[src/hw/port_d_regs.svh]
// Bit positions and timing constants for the port D override block
`ifndef PORT_D_REGS_SVH
`define PORT_D_REGS_SVH

// ----------------------------------------------------------------
// Pin positions
// ----------------------------------------------------------------
`define PD_BIT_TIMER_ZERO   7
`define PD_BIT_TIMER_ONE    6
`define PD_BIT_SYNC_CLOCK   5
`define PD_BIT_CAPTURE      4
`define PD_BIT_TRANSMIT     3
`define PD_BIT_RECEIVE      2
`define PD_BIT_SDA          1
`define PD_BIT_SCL          0
`define PD_IRQ_LINES        4

// ----------------------------------------------------------------
// Reset values
// ----------------------------------------------------------------
// Both two-wire lines start high, as the idle bus does
`define PD_PIN_SYNC_RESET   8'h03

// ----------------------------------------------------------------
// Timing
// ----------------------------------------------------------------
`define PD_CLK_PERIOD_NS    50
`define PD_SPIKE_NS         50
// Least time rounds up, never below one cycle
`define PD_SPIKE_CYC \
	(((`PD_SPIKE_NS + `PD_CLK_PERIOD_NS - 1) / `PD_CLK_PERIOD_NS) < 1 ? 1 : \
	((`PD_SPIKE_NS + `PD_CLK_PERIOD_NS - 1) / `PD_CLK_PERIOD_NS))

`endif

[src/hw/port_d_pkg.sv]
// Types shared by the port D override block
package port_d_pkg;

	typedef struct packed {
		logic sync_mode;
		logic sync_clock_out;
		logic transmitter_enable;
		logic transmit_data;
		logic receiver_enable;
	} serial1_ctl_t;

	typedef struct packed {
		logic two_wire_enable;
		logic sda_drive_low;
		logic scl_drive_low;
	} two_wire_ctl_t;

	typedef struct packed {
		logic       timer_zero_count_input;
		logic       timer_one_count_input;
		logic       timer_one_capture_trigger;
		logic       serial1_receive_data;
		logic       serial1_sync_clock;
		logic       sda_in;
		logic       scl_in;
		logic [3:0] ext_irq_line;
	} periph_in_t;

endpackage

[src/hw/port_d_alt_override.sv]
// Alternate function override for the eight pins of port D
// Notes on behaviour
// - Sync clock pin direction follows direction bit
// - Sync clock drives out only in synchronous mode
// - Transmitter enabled forces output, data, no pull-up
// - Receiver enabled forces input, feeds receiver
// - Forced receive pull-up: latch one, pull-ups allowed
// - Two-wire enable makes bit 1 data line
// - Two-wire enable makes bit 0 clock line
// - Two-wire lines open-drain, only pulled low
// - Two-wire inputs drop pulses under 50 ns
// - Enabled external interrupt forces input buffer on
// - Bits 7,6 feed timer counts, no override
// - Bit 4 feeds capture trigger, no override
`timescale 1ns/1ns
`default_nettype none
`include "port_d_regs.svh"

module port_d_alt_override #(
	parameter int SPIKE_CYC = `PD_SPIKE_CYC
) (
	// Clock and reset
	input  wire logic                     CLK_I,
	input  wire logic                     RST_N_I,
	// Port registers
	input  wire logic [7:0]               PORT_OUT_I,
	input  wire logic [7:0]               PORT_DIR_I,
	input  wire logic                     GLOBAL_PULLUP_DISABLE_I,
	input  wire logic                     SLEEP_INPUT_DISABLE_I,
	// Peripheral controls
	input  wire port_d_pkg::serial1_ctl_t SERIAL1_CTL_I,
	input  wire port_d_pkg::two_wire_ctl_t TWO_WIRE_CTL_I,
	input  wire logic [3:0]               EXT_IRQ_ENABLE_I,
	// Peripheral inputs
	output port_d_pkg::periph_in_t        PERIPH_IN_O,
	// Pins
	input  wire logic [7:0]               PIN_IN_I,
	output logic [7:0]                    PIN_OUT_O,
	output logic [7:0]                    PIN_OE_O,
	output logic [7:0]                    PIN_PULLUP_O,
	output logic [7:0]                    PIN_INPUT_EN_O
);

	// ----------------------------------------------------------------
	// Reset release
	// ----------------------------------------------------------------
	logic [1:0] rst_sync_q;
	logic       rst_n;

	always_ff @(posedge CLK_I or negedge RST_N_I) begin
		if (!RST_N_I) begin
			rst_sync_q <= 2'h0;
		end else begin
			rst_sync_q <= {rst_sync_q[0], 1'b1};
		end
	end

	assign rst_n = rst_sync_q[1];

	// ----------------------------------------------------------------
	// Helpers
	// ----------------------------------------------------------------
	// Pull-up from an output latch bit under the global disable
	function automatic logic pull_from_latch(input logic latch,
		input logic global_pullup_disable);
		return latch & ~global_pullup_disable;
	endfunction

	// ----------------------------------------------------------------
	// Pin input synchroniser
	// ----------------------------------------------------------------
	logic [7:0] pin_meta_q;
	logic [7:0] pin_sync_q;

	always_ff @(posedge CLK_I or negedge rst_n) begin
		if (!rst_n) begin
			// Matches the filters' idle level, so no false fall after reset
			pin_meta_q <= `PD_PIN_SYNC_RESET;
			pin_sync_q <= `PD_PIN_SYNC_RESET;
		end else begin
			pin_meta_q <= PIN_IN_I;
			pin_sync_q <= pin_meta_q;
		end
	end

	// ----------------------------------------------------------------
	// Two-wire spike filters
	// ----------------------------------------------------------------
	logic [1:0] tw_filt;

	genvar g;
	generate
		for (g = 0; g < 2; g++) begin : g_tw_filt
			spike_filter #(
				.STABLE_CYC (SPIKE_CYC)
			) u_filt (
				.clk_i   (CLK_I),
				.rst_n_i (rst_n),
				.raw_i   (pin_sync_q[g]),
				.filt_o  (tw_filt[g])
			);
		end
	endgenerate

	// ----------------------------------------------------------------
	// Pin controls
	// ----------------------------------------------------------------
	logic [7:0]             out_d;
	logic [7:0]             out_q;
	logic [7:0]             oe_d;
	logic [7:0]             oe_q;
	logic [7:0]             pu_d;
	logic [7:0]             pu_q;
	logic [7:0]             ie_d;
	logic [7:0]             ie_q;
	port_d_pkg::periph_in_t per_d;
	port_d_pkg::periph_in_t per_q;
	logic                   global_pullup_disable;
	logic                   tw_en;
	logic                   sync_drv;

	assign global_pullup_disable      = GLOBAL_PULLUP_DISABLE_I;
	assign tw_en    = TWO_WIRE_CTL_I.two_wire_enable;
	assign sync_drv = SERIAL1_CTL_I.sync_mode & PORT_DIR_I[`PD_BIT_SYNC_CLOCK];

	always_comb begin
		// Ordinary port behaviour first, overrides below
		oe_d  = PORT_DIR_I;
		out_d = PORT_OUT_I;
		for (int i = 0; i < 8; i++) begin
			pu_d[i] = pull_from_latch(PORT_OUT_I[i], global_pullup_disable) & ~PORT_DIR_I[i];
		end
		ie_d = {8{~SLEEP_INPUT_DISABLE_I}};

		// Sync clock: direction bit always picks the way
		oe_d[`PD_BIT_SYNC_CLOCK] = PORT_DIR_I[`PD_BIT_SYNC_CLOCK];
		if (sync_drv) begin
			out_d[`PD_BIT_SYNC_CLOCK] = SERIAL1_CTL_I.sync_clock_out;
		end

		if (SERIAL1_CTL_I.transmitter_enable) begin
			oe_d[`PD_BIT_TRANSMIT]  = 1'b1;
			out_d[`PD_BIT_TRANSMIT] = SERIAL1_CTL_I.transmit_data;
			pu_d[`PD_BIT_TRANSMIT]  = 1'b0;
		end

		if (SERIAL1_CTL_I.receiver_enable) begin
			oe_d[`PD_BIT_RECEIVE] = 1'b0;
			pu_d[`PD_BIT_RECEIVE] =
				pull_from_latch(PORT_OUT_I[`PD_BIT_RECEIVE], global_pullup_disable);
		end

		// Open drain: value held low, enable carries the line state
		if (tw_en) begin
			oe_d[`PD_BIT_SDA]  = TWO_WIRE_CTL_I.sda_drive_low;
			out_d[`PD_BIT_SDA] = 1'b0;
			pu_d[`PD_BIT_SDA]  =
				pull_from_latch(PORT_OUT_I[`PD_BIT_SDA], global_pullup_disable);
			oe_d[`PD_BIT_SCL]  = TWO_WIRE_CTL_I.scl_drive_low;
			out_d[`PD_BIT_SCL] = 1'b0;
			pu_d[`PD_BIT_SCL]  =
				pull_from_latch(PORT_OUT_I[`PD_BIT_SCL], global_pullup_disable);
		end

		// Interrupts must see the pin even in sleep
		for (int i = 0; i < `PD_IRQ_LINES; i++) begin
			if (EXT_IRQ_ENABLE_I[i]) begin
				ie_d[i] = 1'b1;
			end
		end

		per_d.timer_zero_count_input    = pin_sync_q[`PD_BIT_TIMER_ZERO];
		per_d.timer_one_count_input     = pin_sync_q[`PD_BIT_TIMER_ONE];
		per_d.timer_one_capture_trigger = pin_sync_q[`PD_BIT_CAPTURE];
		per_d.serial1_receive_data      = pin_sync_q[`PD_BIT_RECEIVE];
		per_d.serial1_sync_clock        = pin_sync_q[`PD_BIT_SYNC_CLOCK];
		// Unfiltered path would let ringing through as false edges
		per_d.sda_in                    = tw_filt[`PD_BIT_SDA];
		per_d.scl_in                    = tw_filt[`PD_BIT_SCL];
		per_d.ext_irq_line              = pin_sync_q[3:0] & ie_d[3:0];
	end

	always_ff @(posedge CLK_I or negedge rst_n) begin
		if (!rst_n) begin
			out_q <= 8'h00;
			oe_q  <= 8'h00;
			pu_q  <= 8'h00;
			ie_q  <= 8'h00;
			per_q <= '0;
		end else begin
			out_q <= out_d;
			oe_q  <= oe_d;
			pu_q  <= pu_d;
			ie_q  <= ie_d;
			per_q <= per_d;
		end
	end

	assign PIN_OUT_O      = out_q;
	assign PIN_OE_O       = oe_q;
	assign PIN_PULLUP_O   = pu_q;
	assign PIN_INPUT_EN_O = ie_q;
	assign PERIPH_IN_O    = per_q;

	// ----------------------------------------------------------------
	// Checks
	// ----------------------------------------------------------------
	a_sync_clk_dir: assert property (
		@(posedge CLK_I) disable iff (!rst_n)
		$past(rst_n) |-> PIN_OE_O[5] == $past(PORT_DIR_I[5]))
		else $error("sync clock pin direction not from direction bit");

	a_sync_clk_drive: assert property (
		@(posedge CLK_I) disable iff (!rst_n)
		SERIAL1_CTL_I.sync_mode && PORT_DIR_I[5]
		|=> PIN_OUT_O[5] == $past(SERIAL1_CTL_I.sync_clock_out))
		else $error("sync clock not driven in synchronous mode");

	a_sync_clk_idle: assert property (
		@(posedge CLK_I) disable iff (!rst_n)
		!SERIAL1_CTL_I.sync_mode |=> PIN_OUT_O[5] == $past(PORT_OUT_I[5]))
		else $error("sync clock pin overridden outside synchronous mode");

	a_tx_pin_force: assert property (
		@(posedge CLK_I) disable iff (!rst_n)
		SERIAL1_CTL_I.transmitter_enable |=> PIN_OE_O[3] && !PIN_PULLUP_O[3]
		&& PIN_OUT_O[3] == $past(SERIAL1_CTL_I.transmit_data))
		else $error("transmit pin not forced to output");

	a_rx_pin_input: assert property (
		@(posedge CLK_I) disable iff (!rst_n)
		SERIAL1_CTL_I.receiver_enable |=> !PIN_OE_O[2])
		else $error("receive pin not forced to input");

	a_rx_data_route: assert property (
		@(posedge CLK_I) disable iff (!rst_n)
		$past(rst_n, 3) |->
		PERIPH_IN_O.serial1_receive_data == $past(PIN_IN_I[2], 3))
		else $error("receive data not taken from the pin");

	a_rx_pullup: assert property (
		@(posedge CLK_I) disable iff (!rst_n)
		SERIAL1_CTL_I.receiver_enable |=>
		PIN_PULLUP_O[2] == ($past(PORT_OUT_I[2]) && !$past(global_pullup_disable)))
		else $error("receive pin pull-up wrong");

	a_sda_line: assert property (
		@(posedge CLK_I) disable iff (!rst_n)
		tw_en |=> PIN_OE_O[1] == $past(TWO_WIRE_CTL_I.sda_drive_low))
		else $error("data line not steered by the interface");

	a_scl_line: assert property (
		@(posedge CLK_I) disable iff (!rst_n)
		tw_en |=> PIN_OE_O[0] == $past(TWO_WIRE_CTL_I.scl_drive_low))
		else $error("clock line not steered by the interface");

	a_tw_open_drain: assert property (
		@(posedge CLK_I) disable iff (!rst_n)
		tw_en |=> PIN_OUT_O[1:0] == 2'h0)
		else $error("two-wire line driven high");

	a_irq_buffer_on: assert property (
		@(posedge CLK_I) disable iff (!rst_n)
		EXT_IRQ_ENABLE_I[0] && SLEEP_INPUT_DISABLE_I |=> PIN_INPUT_EN_O[0])
		else $error("input buffer off under enabled interrupt");

	a_timer_pins_plain: assert property (
		@(posedge CLK_I) disable iff (!rst_n)
		$past(rst_n) |-> PIN_OE_O[7:6] == $past(PORT_DIR_I[7:6])
		&& PIN_OUT_O[7:6] == $past(PORT_OUT_I[7:6]))
		else $error("timer count pins overridden");

	a_capture_plain: assert property (
		@(posedge CLK_I) disable iff (!rst_n)
		$past(rst_n) |-> PIN_OE_O[4] == $past(PORT_DIR_I[4])
		&& PIN_OUT_O[4] == $past(PORT_OUT_I[4]))
		else $error("capture pin overridden");

	a_no_override: assert property (
		@(posedge CLK_I) disable iff (!rst_n)
		!SERIAL1_CTL_I.transmitter_enable |=> PIN_OE_O[3] == $past(PORT_DIR_I[3])
		&& PIN_PULLUP_O[3] == ($past(PORT_OUT_I[3]) && !$past(global_pullup_disable)
		&& !$past(PORT_DIR_I[3])))
		else $error("idle transmit pin does not follow port");

endmodule // port_d_alt_override

`default_nettype wire

[src/hw/spike_filter.sv]
// Spike filter for one two-wire line
`timescale 1ns/1ns
`default_nettype none

module spike_filter #(
	parameter int STABLE_CYC = 1
) (
	// Clock and reset
	input  wire logic clk_i,
	input  wire logic rst_n_i,
	// Line
	input  wire logic raw_i,
	output logic      filt_o
);

	logic       filt_q;
	logic       filt_d;
	logic [3:0] cnt_q;
	logic [3:0] cnt_d;

	// ----------------------------------------------------------------
	// Next state
	// ----------------------------------------------------------------
	// A change passes only after STABLE_CYC + 1 equal samples, so a
	// pulse seen in a single sample never reaches the interface
	always_comb begin
		filt_d = filt_q;
		cnt_d  = 4'h0;
		if (raw_i != filt_q) begin
			if (cnt_q == 4'(STABLE_CYC)) begin
				filt_d = raw_i;
			end else begin
				cnt_d = cnt_q + 4'h1;
			end
		end
	end

	always_ff @(posedge clk_i or negedge rst_n_i) begin
		if (!rst_n_i) begin
			filt_q <= 1'b1;
			cnt_q  <= 4'h0;
		end else begin
			filt_q <= filt_d;
			cnt_q  <= cnt_d;
		end
	end

	assign filt_o = filt_q;

	// ----------------------------------------------------------------
	// Checks
	// ----------------------------------------------------------------
	a_filter_change_late: assert property (
		@(posedge clk_i) disable iff (!rst_n_i)
		(filt_q != $past(filt_q)) |-> ($past(cnt_q) == 4'(STABLE_CYC)))
		else $error("filter output changed before the line settled");

	a_filter_spike_drop: assert property (
		@(posedge clk_i) disable iff (!rst_n_i)
		(raw_i != filt_q) && (cnt_q == 4'h0) ##1 (raw_i == filt_q)
		|=> $stable(filt_q))
		else $error("single sample spike reached the output");

endmodule // spike_filter

`default_nettype wire

[config.mk]
export PLATFORM = sky130hd
export DESIGN_NAME = port_d_alt_override
export DESIGN_NICKNAME = d
export VERILOG_FILES = /design/src/hw/port_d_pkg.sv /design/src/hw/port_d_alt_override.sv /design/src/hw/spike_filter.sv
export VERILOG_INCLUDE_DIRS = /design/src /design/src/hw
export SDC_FILE = /design/constraint.sdc
export NUM_CORES = 1
export LEC_CHECK = 0
export ABC_CLOCK_PERIOD_IN_PS = 4950
export BUFFER_PORTS_ARGS = -buffer_cell sky130_fd_sc_hd__buf_2
export CAP_MARGIN = 40
export CORE_ASPECT_RATIO = 1.2
export CORE_MARGIN = 5
export CORE_UTILIZATION = 53
export CTS_BUF_LIST = sky130_fd_sc_hd__clkbuf_8
export DETAILED_ROUTE_END_ITERATION = 7
export GPL_ROUTABILITY_DRIVEN = 0
export GPL_TIMING_DRIVEN = 0
export MAX_ROUTING_LAYER = met4
export PLACE_DENSITY = 0.86
export SYNTH_ARGS = -nofsm -noshare
export SYNTH_HDL_FRONTEND = slang
export SYNTH_SLANG_ARGS = --single-unit
[constraint.sdc]
create_clock -name CLK_I -period 4.95 [get_ports CLK_I]
set_input_delay 0.99 -clock CLK_I [delete_from_list [all_inputs] [get_ports CLK_I]]
set_output_delay 0.99 -clock CLK_I [all_outputs]
set_load 0.05 [all_outputs]
# Yosys cells after proc, flatten, opt, wreduce, memory -nomap -nowiden
# Index checks and enable logic that the tools add are counted.
# word_totals
register_bits	68
out_inout_bits	43
wordCells	72
# classes
n_addsub	2
eq_ne	4
muxes	17
bitwise_logic	28
reduce_logical	2
# ops
cell	count
bitwise AND 1 bit	17
2-to-1 mux 4 bit	4
2-to-1 mux 1 bit	10
NOT 1 bit	10
adder 4 x 1 -> 4 bit (second input constant)	2
equality test 4 x 1 -> 1 bit (second input constant)	2
2-to-1 mux 2 bit	3
bitwise AND 4 bit	1
AND reduction 2 bit	2
inequality test 1 bit	2

# Logic depth before layout (Yosys ltp)
# Gate-level depths: netlist of run 1.
# logic_depth
ltp_word	4
depth_mapped	5

# Cells and area by module
# From an unflattened synthesis of run 1, not the netlist that was laid out.
# hier_totals
hier_cells	130
area_unflattened_um2	2147.1
# by_module_without_submodules
mod	n_inst	cells_per_inst	area_each_um2	seq_area_each_um2
port_d_alt_override	1	91	1687.9	1456.4
spike_filter at g_tw_filt[0].u_filt	1	20	234.0	126.4
spike_filter at g_tw_filt[1].u_filt	1	19	225.2	126.4

# Worst setup path before layout of run 1
# Ideal clock, no wire load.
# synth_timing
path_kind	flip-flop to output port
startpoint	register, netlist name PIN_INPUT_EN_O[4]
endpoint	output port PIN_INPUT_EN_O[5]
t_arrival_ps	923
t_required_ps	3960
setup_slack_ps	3037
path_stages_with_launch	2
path_cell_list	dfrtp_1 -> buf_4
# synth_lines
item	line_no	rtl
end, declared	port_d_alt_override.sv:41	output logic [7:0] PIN_INPUT_EN_O
# No word-level cell between the ends.

# Worst setup path in the final report of run 1
# layout_timing
startpoint	register, netlist name PIN_INPUT_EN_O[4]
endpoint	output port PIN_INPUT_EN_O[6]
# No word-level cell between the ends.

==> results.py, run 1 <==
metrics = {
    "status": {
        "status": "finished clean",
    },
    "global_routing": {
        "grt_max_degree": 40,
        "grtUsageTotal_pct": 16.78,
        "grt_pass1_wl_mm": 6.258,
        "grt.overflow.total": 0,
        "antenna_found_initial": 0,
        "first_global_vias": 1470,
    },
    "worst_setup_path": {
        "endpoint_kind": "output port",
        "arrival_ps": 1070,
        "crit_path_max_fanout": 4,
        "critPathKind": "reg2out",
        "cp-start-kind": "register",
        "cp.required_ps": 3960,
    },
    "finish": {
        "nNetsFinal": 265,
        "area_delta_synth_final_pct": 32.65,
        "finalNonFillerCells": 282,
        "antenna_cells": 0,
        "final_area_um2": 2831,
        "num-fill-cells": 268,
        "drive_gt1_share_pct": 48.25,
    },
    "die": {
        "core_um2": 3910,
        "initial_core_util_pct": 54.59,
        "die-area_um2": 5402,
        "io_pins": 83,
        "die_w_um": 67.93,
        "rows": 25,
        "die_h_um": 79.52,
    },
    "synth": {
        "syn_area_um2": 2135,
        "synth_ff_type": "dfrtp_1",
        "synth_edf_count": 0,
        "synth.most_common_cell": "dfrtp_1",
        "synth_seq_area_share_pct": 80.07,
        "synth_largest_area_cell": "dfrtp_1",
        "ys_seq_elements": 68,
        "yosys_warnings": 0,
        "ys_types": 25,
        "synth_nets": 172,
        "synth_area_leaders": "dfrtp_1 73%, dfstp_2 7.4%, nor3b_1 2.8%",
        "async_reset_ff_share_pct": 100.0,
        "netlist_top_cells_count": "62 x dfrtp_1, 8 x nor2_1, 8 x nor3b_1",
        "yosys.area.top_type_share_pct": 72.68,
        "syn_inst": 130,
        "syn_area_per_cell_um2": 16.42,
    },
    "detailed_routing": {
        "route.detailed.drc": 0,
        "drt_pass1_iterations": 4,
        "num_vias": 1295,
        "via_per_inst": 4.592,
        "wl_mm": 3.698,
        "drt-initial-drc-count": 29,
        "routedWlPerCell_um": 13.11,
        "ant_nets": 0,
    },
    "clock_network": {
        "htreeDepth": 3,
        "path_clk_slew_ps": 70,
        "ctsHoldBuffers": 0,
        "ctsRootBufferMaster": "clkbuf_8",
        "cts_sinks": 68,
        "numCtsBuffers": 9,
        "clock_latency_ps": 320,
        "cts_tree": "done",
        "post-cts-setup-buffer-count": 0,
        "cts_max_path_buffers": 2,
        "cts_resized": 0,
    },
    "power_and_ir_drop": {
        "power_density_nw_per_um2": 463.0,
        "p_total_w": 0.001311,
        "vdd_drop_max_uv": 272.0,
        "p_leak_nw": 1.424,
    },
    "sta": {
        "fin_crit_sh_pct": 41.70,
        "finalSetupViolations": 0,
        "finalSetupTns_ps": 0,
        "fin_crit_ps": 2064,
        "max_freq_mhz": 484.4,
        "rsz0062_at_grt": "no",
        "skew_ps": 3.057,
        "drv_slew": 0,
        "worst_pin_slew_ps": 610.0,
        "hold_viol": 0,
        "slew_headroom_pct": 59.33,
    },
    "place": {
        "hpwlAfterDp_mm": 2.791,
        "portBuffers": 81,
        "dp_cells": 266,
        "placed_cell_area_um2": 2629,
    },
    "hold_path": {
        "hold_path_class": "reg2async",
    },
    "job": {
        "drv_cap": 0,
    },
}
-- placed cells by master, fill, tap and decap left out, drive strengths merged --
master	count
buf	85
dfrtp	62
clkbuf	12
nor2	8
nor3b	8
nand2b	6
dfstp	6
nor2b	5
mux2	5
and2	4
inv	3
xor2	3
xnor2	2
a21o	2
nand2	2
nand3	2
ha	2
clkinv	2
o21ai	1
nand3b	1
a21oi	1
o21bai	1
or2	1
nor4b	1
clkinvlp	1
bufinv	1
conb	1
-- stage by stage --
stage	utilization (%)	hold slack [ps]	setup WS, ps
5_1_grt	72.42	335.6	2817
3_3_place_gp	66.69	333.0	2361
2_1_floorplan	-	331.2	2927
6_report	72.42	283.8	2886
4_1_cts	72.42	306.7	2859
3_5_place_dp	67.23	301.8	3224
-- power breakdown --
group          switching, W  internal, W
logic              0.000152    0.0000678
registers         0.0000329     0.000616
clock network      0.000186     0.000256
-- final cells by class --
cell class / instances / area, µm² / share of cell area, %
plain buffers: 4 / 26.28 / 0.9280
clock buffers: 11 / 151.4 / 5.347
clock inverters: 5 / 51.30 / 1.812
inverters: 2 / 7.507 / 0.2651
multi-input cells: 56 / 391.6 / 13.83
flip-flops and latches: 68 / 1710 / 60.41
well taps: 54 / 67.56 / 2.386
repair buffers: 82 / 425.4 / 15.02
-- flip-flops by register name, indices dropped and copies added, names as in the netlist --
register / flops
PERIPH_IN_O: 11
PIN_INPUT_EN_O: 5
PIN_OE_O: 8
PIN_OUT_O: 8
PIN_PULLUP_O: 8
g_tw_filt.u_filt.cnt_q: 8
g_tw_filt.u_filt.filt_o: 2
pin_meta_q: 8
pin_sync_q: 8
rst_sync_q: 2
-- logic make-up after synthesis --
family / share of synthesized area [%]
other: 0.1757
xor gates and xnor gates: 2.052
AOI/OAI and AO/OA: 1.524
adders and majority gates: 1.172
buffers and inverters: 1.583
muxes: 2.638
and+or+nand+nor: 10.79
DFF: 80.07
-- metal layers --
layer	GRT usage [%]	routed length, µm
met4	8.946	50
met3	10.14	567
met2	24.20	1713
met5	-	0
met1	17.70	1367
-- worst paths after layout --
| kind | start | endpoint | slack (ps) | cells after the start |
|---|---|---|---|---|
| worst max-delay path | PIN_INPUT_EN_O[4]$_DFF_PN0_ | PIN_INPUT_EN_O[6] | 2890 | 2 |
| worst min-delay path | rst_sync_q[1]$_DFF_PN0_ | pin_sync_q[3]$_DFF_PN0_ | 280 | 0 |
| worst max register to register | g_tw_filt[0].u_filt.cnt_q[1]$_DFF_PN0_ | g_tw_filt[0].u_filt.filt_o$_DFFE_PN1P_ | 3770 | 5 |
| worst min register to register | rst_sync_q[1]$_DFF_PN0_ | pin_sync_q[3]$_DFF_PN0_ | 280 | 0 |
| max in group asynchronous | rst_sync_q[1]$_DFF_PN0_ | pin_meta_q[1]$_DFF_PN1_ | 4010 | 1 |
| min in group CLK_I | pin_sync_q[6]$_DFF_PN0_ | PERIPH_IN_O[9]$_DFF_PN0_ | 340 | 0 |
-- worst max-delay path, stage by stage (launching register included) --
cell and delay (ps):
dfrtp_1 390, buf_4 120, buf_2 250
No activity file was read; power rests on OpenSTA's default activity.
==> inputs of run 2 (changes only) <==
ABC_CLOCK_PERIOD_IN_PS = 2000   (was 4950)
CORE_UTILIZATION = 49   (was 53)
PLACE_DENSITY = 0.8   (was 0.86)
clock period = 2 ns   (was 4.95 ns; I/O delays follow)
==> run 2 against run 1 <==
Power increased by 150%. Global-route usage decreased by 0.96 points. Final cell count increased by 1.1%. Worst hold slack got worse by 120 ps. Utilization decreased by 5.4 points. Count of clock-buffer cells in the layout decreased by 1. Die area increased by 7.0%. Sequential share of layout area decreased by 0.080 points.
==> results.py, run 2 (synthesized netlist as in run 1, its figures left out) <==
metrics = {
    "global_routing": {
        "grt_pass1_wl_mm": 6.368,
        "grtUsageTotal_pct": 15.81,
        "antenna_found_initial": 0,
        "first_global_vias": 1451,
        "grt.overflow.total": 0,
        "grt_max_degree": 37,
    },
    "finish": {
        "largest_reg_flops": 11,
        "area_delta_synth_final_pct": 32.83,
        "drive_gt1_share_pct": 47.60,
        "nNetsFinal": 266,
        "antenna_cells": 0,
        "final_area_um2": 2835,
        "final_common_cell": "buf_2",
        "layout_common_cells": "81 x buf_2, 61 x dfrtp_1, 10 x clkbuf_8",
    },
    "worst_setup_path": {
        "critPathBufInv": 2,
        "endpoint_kind": "output port",
        "path_delay_family": "flip-flops",
        "slowest_delay_ps": 390,
        "crit_path_top_delay_cell": "dfrtp_1",
        "critPathKind": "reg2out",
        "worstPathCellList": "buf_4, buf_2",
        "crit_path_max_fanout": 4,
        "cp.required_ps": 1600,
        "cp-start-kind": "register",
        "arrival_ps": 1090,
    },
    "status": {
        "status": "finished clean",
    },
    "sta": {
        "skew_ps": 7.314,
        "fin_crit_ps": 1490,
        "finalSetupTns_ps": 0,
        "worst_pin_slew_ps": 662.2,
        "fin_crit_sh_pct": 74.52,
        "hold_viol": 0,
        "slew_headroom_pct": 55.85,
        "max_freq_mhz": 671.0,
        "drv_slew": 0,
        "rsz0062_at_grt": "no",
        "finalSetupViolations": 0,
    },
    "detailed_routing": {
        "wl_mm": 3.856,
        "drt-initial-drc-count": 28,
        "ant_nets": 0,
        "drt_pass1_iterations": 4,
        "route.detailed.drc": 0,
        "routedWlPerCell_um": 13.53,
        "via_per_inst": 4.579,
        "num_vias": 1305,
    },
    "power_and_ir_drop": {
        "power_density_nw_per_um2": 1135,
        "p_leak_nw": 1.430,
        "vdd_drop_max_uv": 736.9,
    },
    "job": {
        "drv_cap": 0,
    },
    "die": {
        "die_w_um": 70.25,
        "initial_core_util_pct": 50.47,
        "core_um2": 4229,
        "io_pins": 83,
        "die-area_um2": 5782,
        "die_h_um": 82.30,
        "rows": 26,
    },
    "clock_network": {
        "path_clk_slew_ps": 70,
        "cts_tree": "done",
        "ctsHoldBuffers": 1,
        "numCtsBuffers": 9,
        "cts_resized": 0,
        "post-cts-setup-buffer-count": 0,
        "cts_max_path_buffers": 2,
        "ctsRootBufferMaster": "clkbuf_8",
        "htreeDepth": 3,
        "clock_latency_ps": 330,
        "cts_sinks": 68,
    },
    "hold_path": {
        "hold_path_class": "in2reg",
    },
    "place": {
        "portBuffers": 81,
        "placed_cell_area_um2": 2631,
        "hpwlAfterDp_mm": 2.900,
    },
}
## run 2: cell count changes in the layout (fill, tap and decap cells not counted), sizes merged
cell	previous run	this run
clkbuf	12	11
clkinv	2	3
clkinvlp	1	0
dlygate4sd3	0	1
inv	3	4
## run 2: metrics by stage
| step | cells | hold slack (ps) | setup slack, ps | total power (W) | util (%) |
|---|---|---|---|---|---|
| 5_1_grt | 285 | 140.9 | 436.3 | 0.003382 | 67.04 |
| 2_1_floorplan | 130 | 104.4 | 677.2 | 0.002018 | - |
| 6_report | 285 | 161.6 | 509.6 | 0.003218 | 67.04 |
| 3_5_place_dp | 268 | 190.1 | 814.9 | 0.002185 | 62.22 |
| 3_3_place_gp | 267 | 184.9 | 543.8 | 0.002160 | 61.75 |
| 4_1_cts | 285 | 142.3 | 468.6 | 0.003265 | 67.04 |
## run 2: area by class of cell
class | count | area (µm²)
sequential | 68 | 1710
inverter | 2 | 7.507
clock inverter | 6 | 56.30
fill | 317 | 1394
timing repair buffer | 83 | 435.4
buffer | 4 | 26.28
multi-input combinational | 56 | 391.6
clock buffer | 10 | 137.6
tap | 56 | 70.07
## run 2: worst paths after layout
| check | slack (ps) | from | cells past startpoint | end |
|---|---|---|---|---|
| min in group asynchronous | 300 | rst_sync_q[1]$_DFF_PN0_ | 0 | PERIPH_IN_O[2]$_DFF_PN0_ |
| setup / recovery | 510 | PIN_INPUT_EN_O[4]$_DFF_PN0_ | 2 | PIN_INPUT_EN_O[5] |
| max in group asynchronous | 1020 | rst_sync_q[1]$_DFF_PN0_ | 1 | pin_meta_q[1]$_DFF_PN1_ |
| hold reg to reg | 300 | rst_sync_q[1]$_DFF_PN0_ | 0 | PERIPH_IN_O[2]$_DFF_PN0_ |
| hold / removal | 160 | PIN_IN_I[1] | 1 | pin_meta_q[1]$_DFF_PN1_ |
| setup reg to reg | 820 | g_tw_filt[0].u_filt.cnt_q[1]$_DFF_PN0_ | 5 | g_tw_filt[0].u_filt.filt_o$_DFFE_PN1P_ |
## run 2: power by group
part / switching [W] / total (W) / internal [W] / leakage, nW
clock: 0.000468 / 0.00107 / 0.000598 / 0.109
sequential: 0.0000842 / 0.00161 / 0.00153 / 0.814
combinational: 0.000372 / 0.000541 / 0.000169 / 0.508
## run 2: per-layer routing
metal	track usage, %	vias up	wire (µm)
met3	7.869	9	512
met2	24.53	82	1839
li1	-	602	-
met5	-	-	0
met1	16.39	612	1416
met4	9.195	0	87
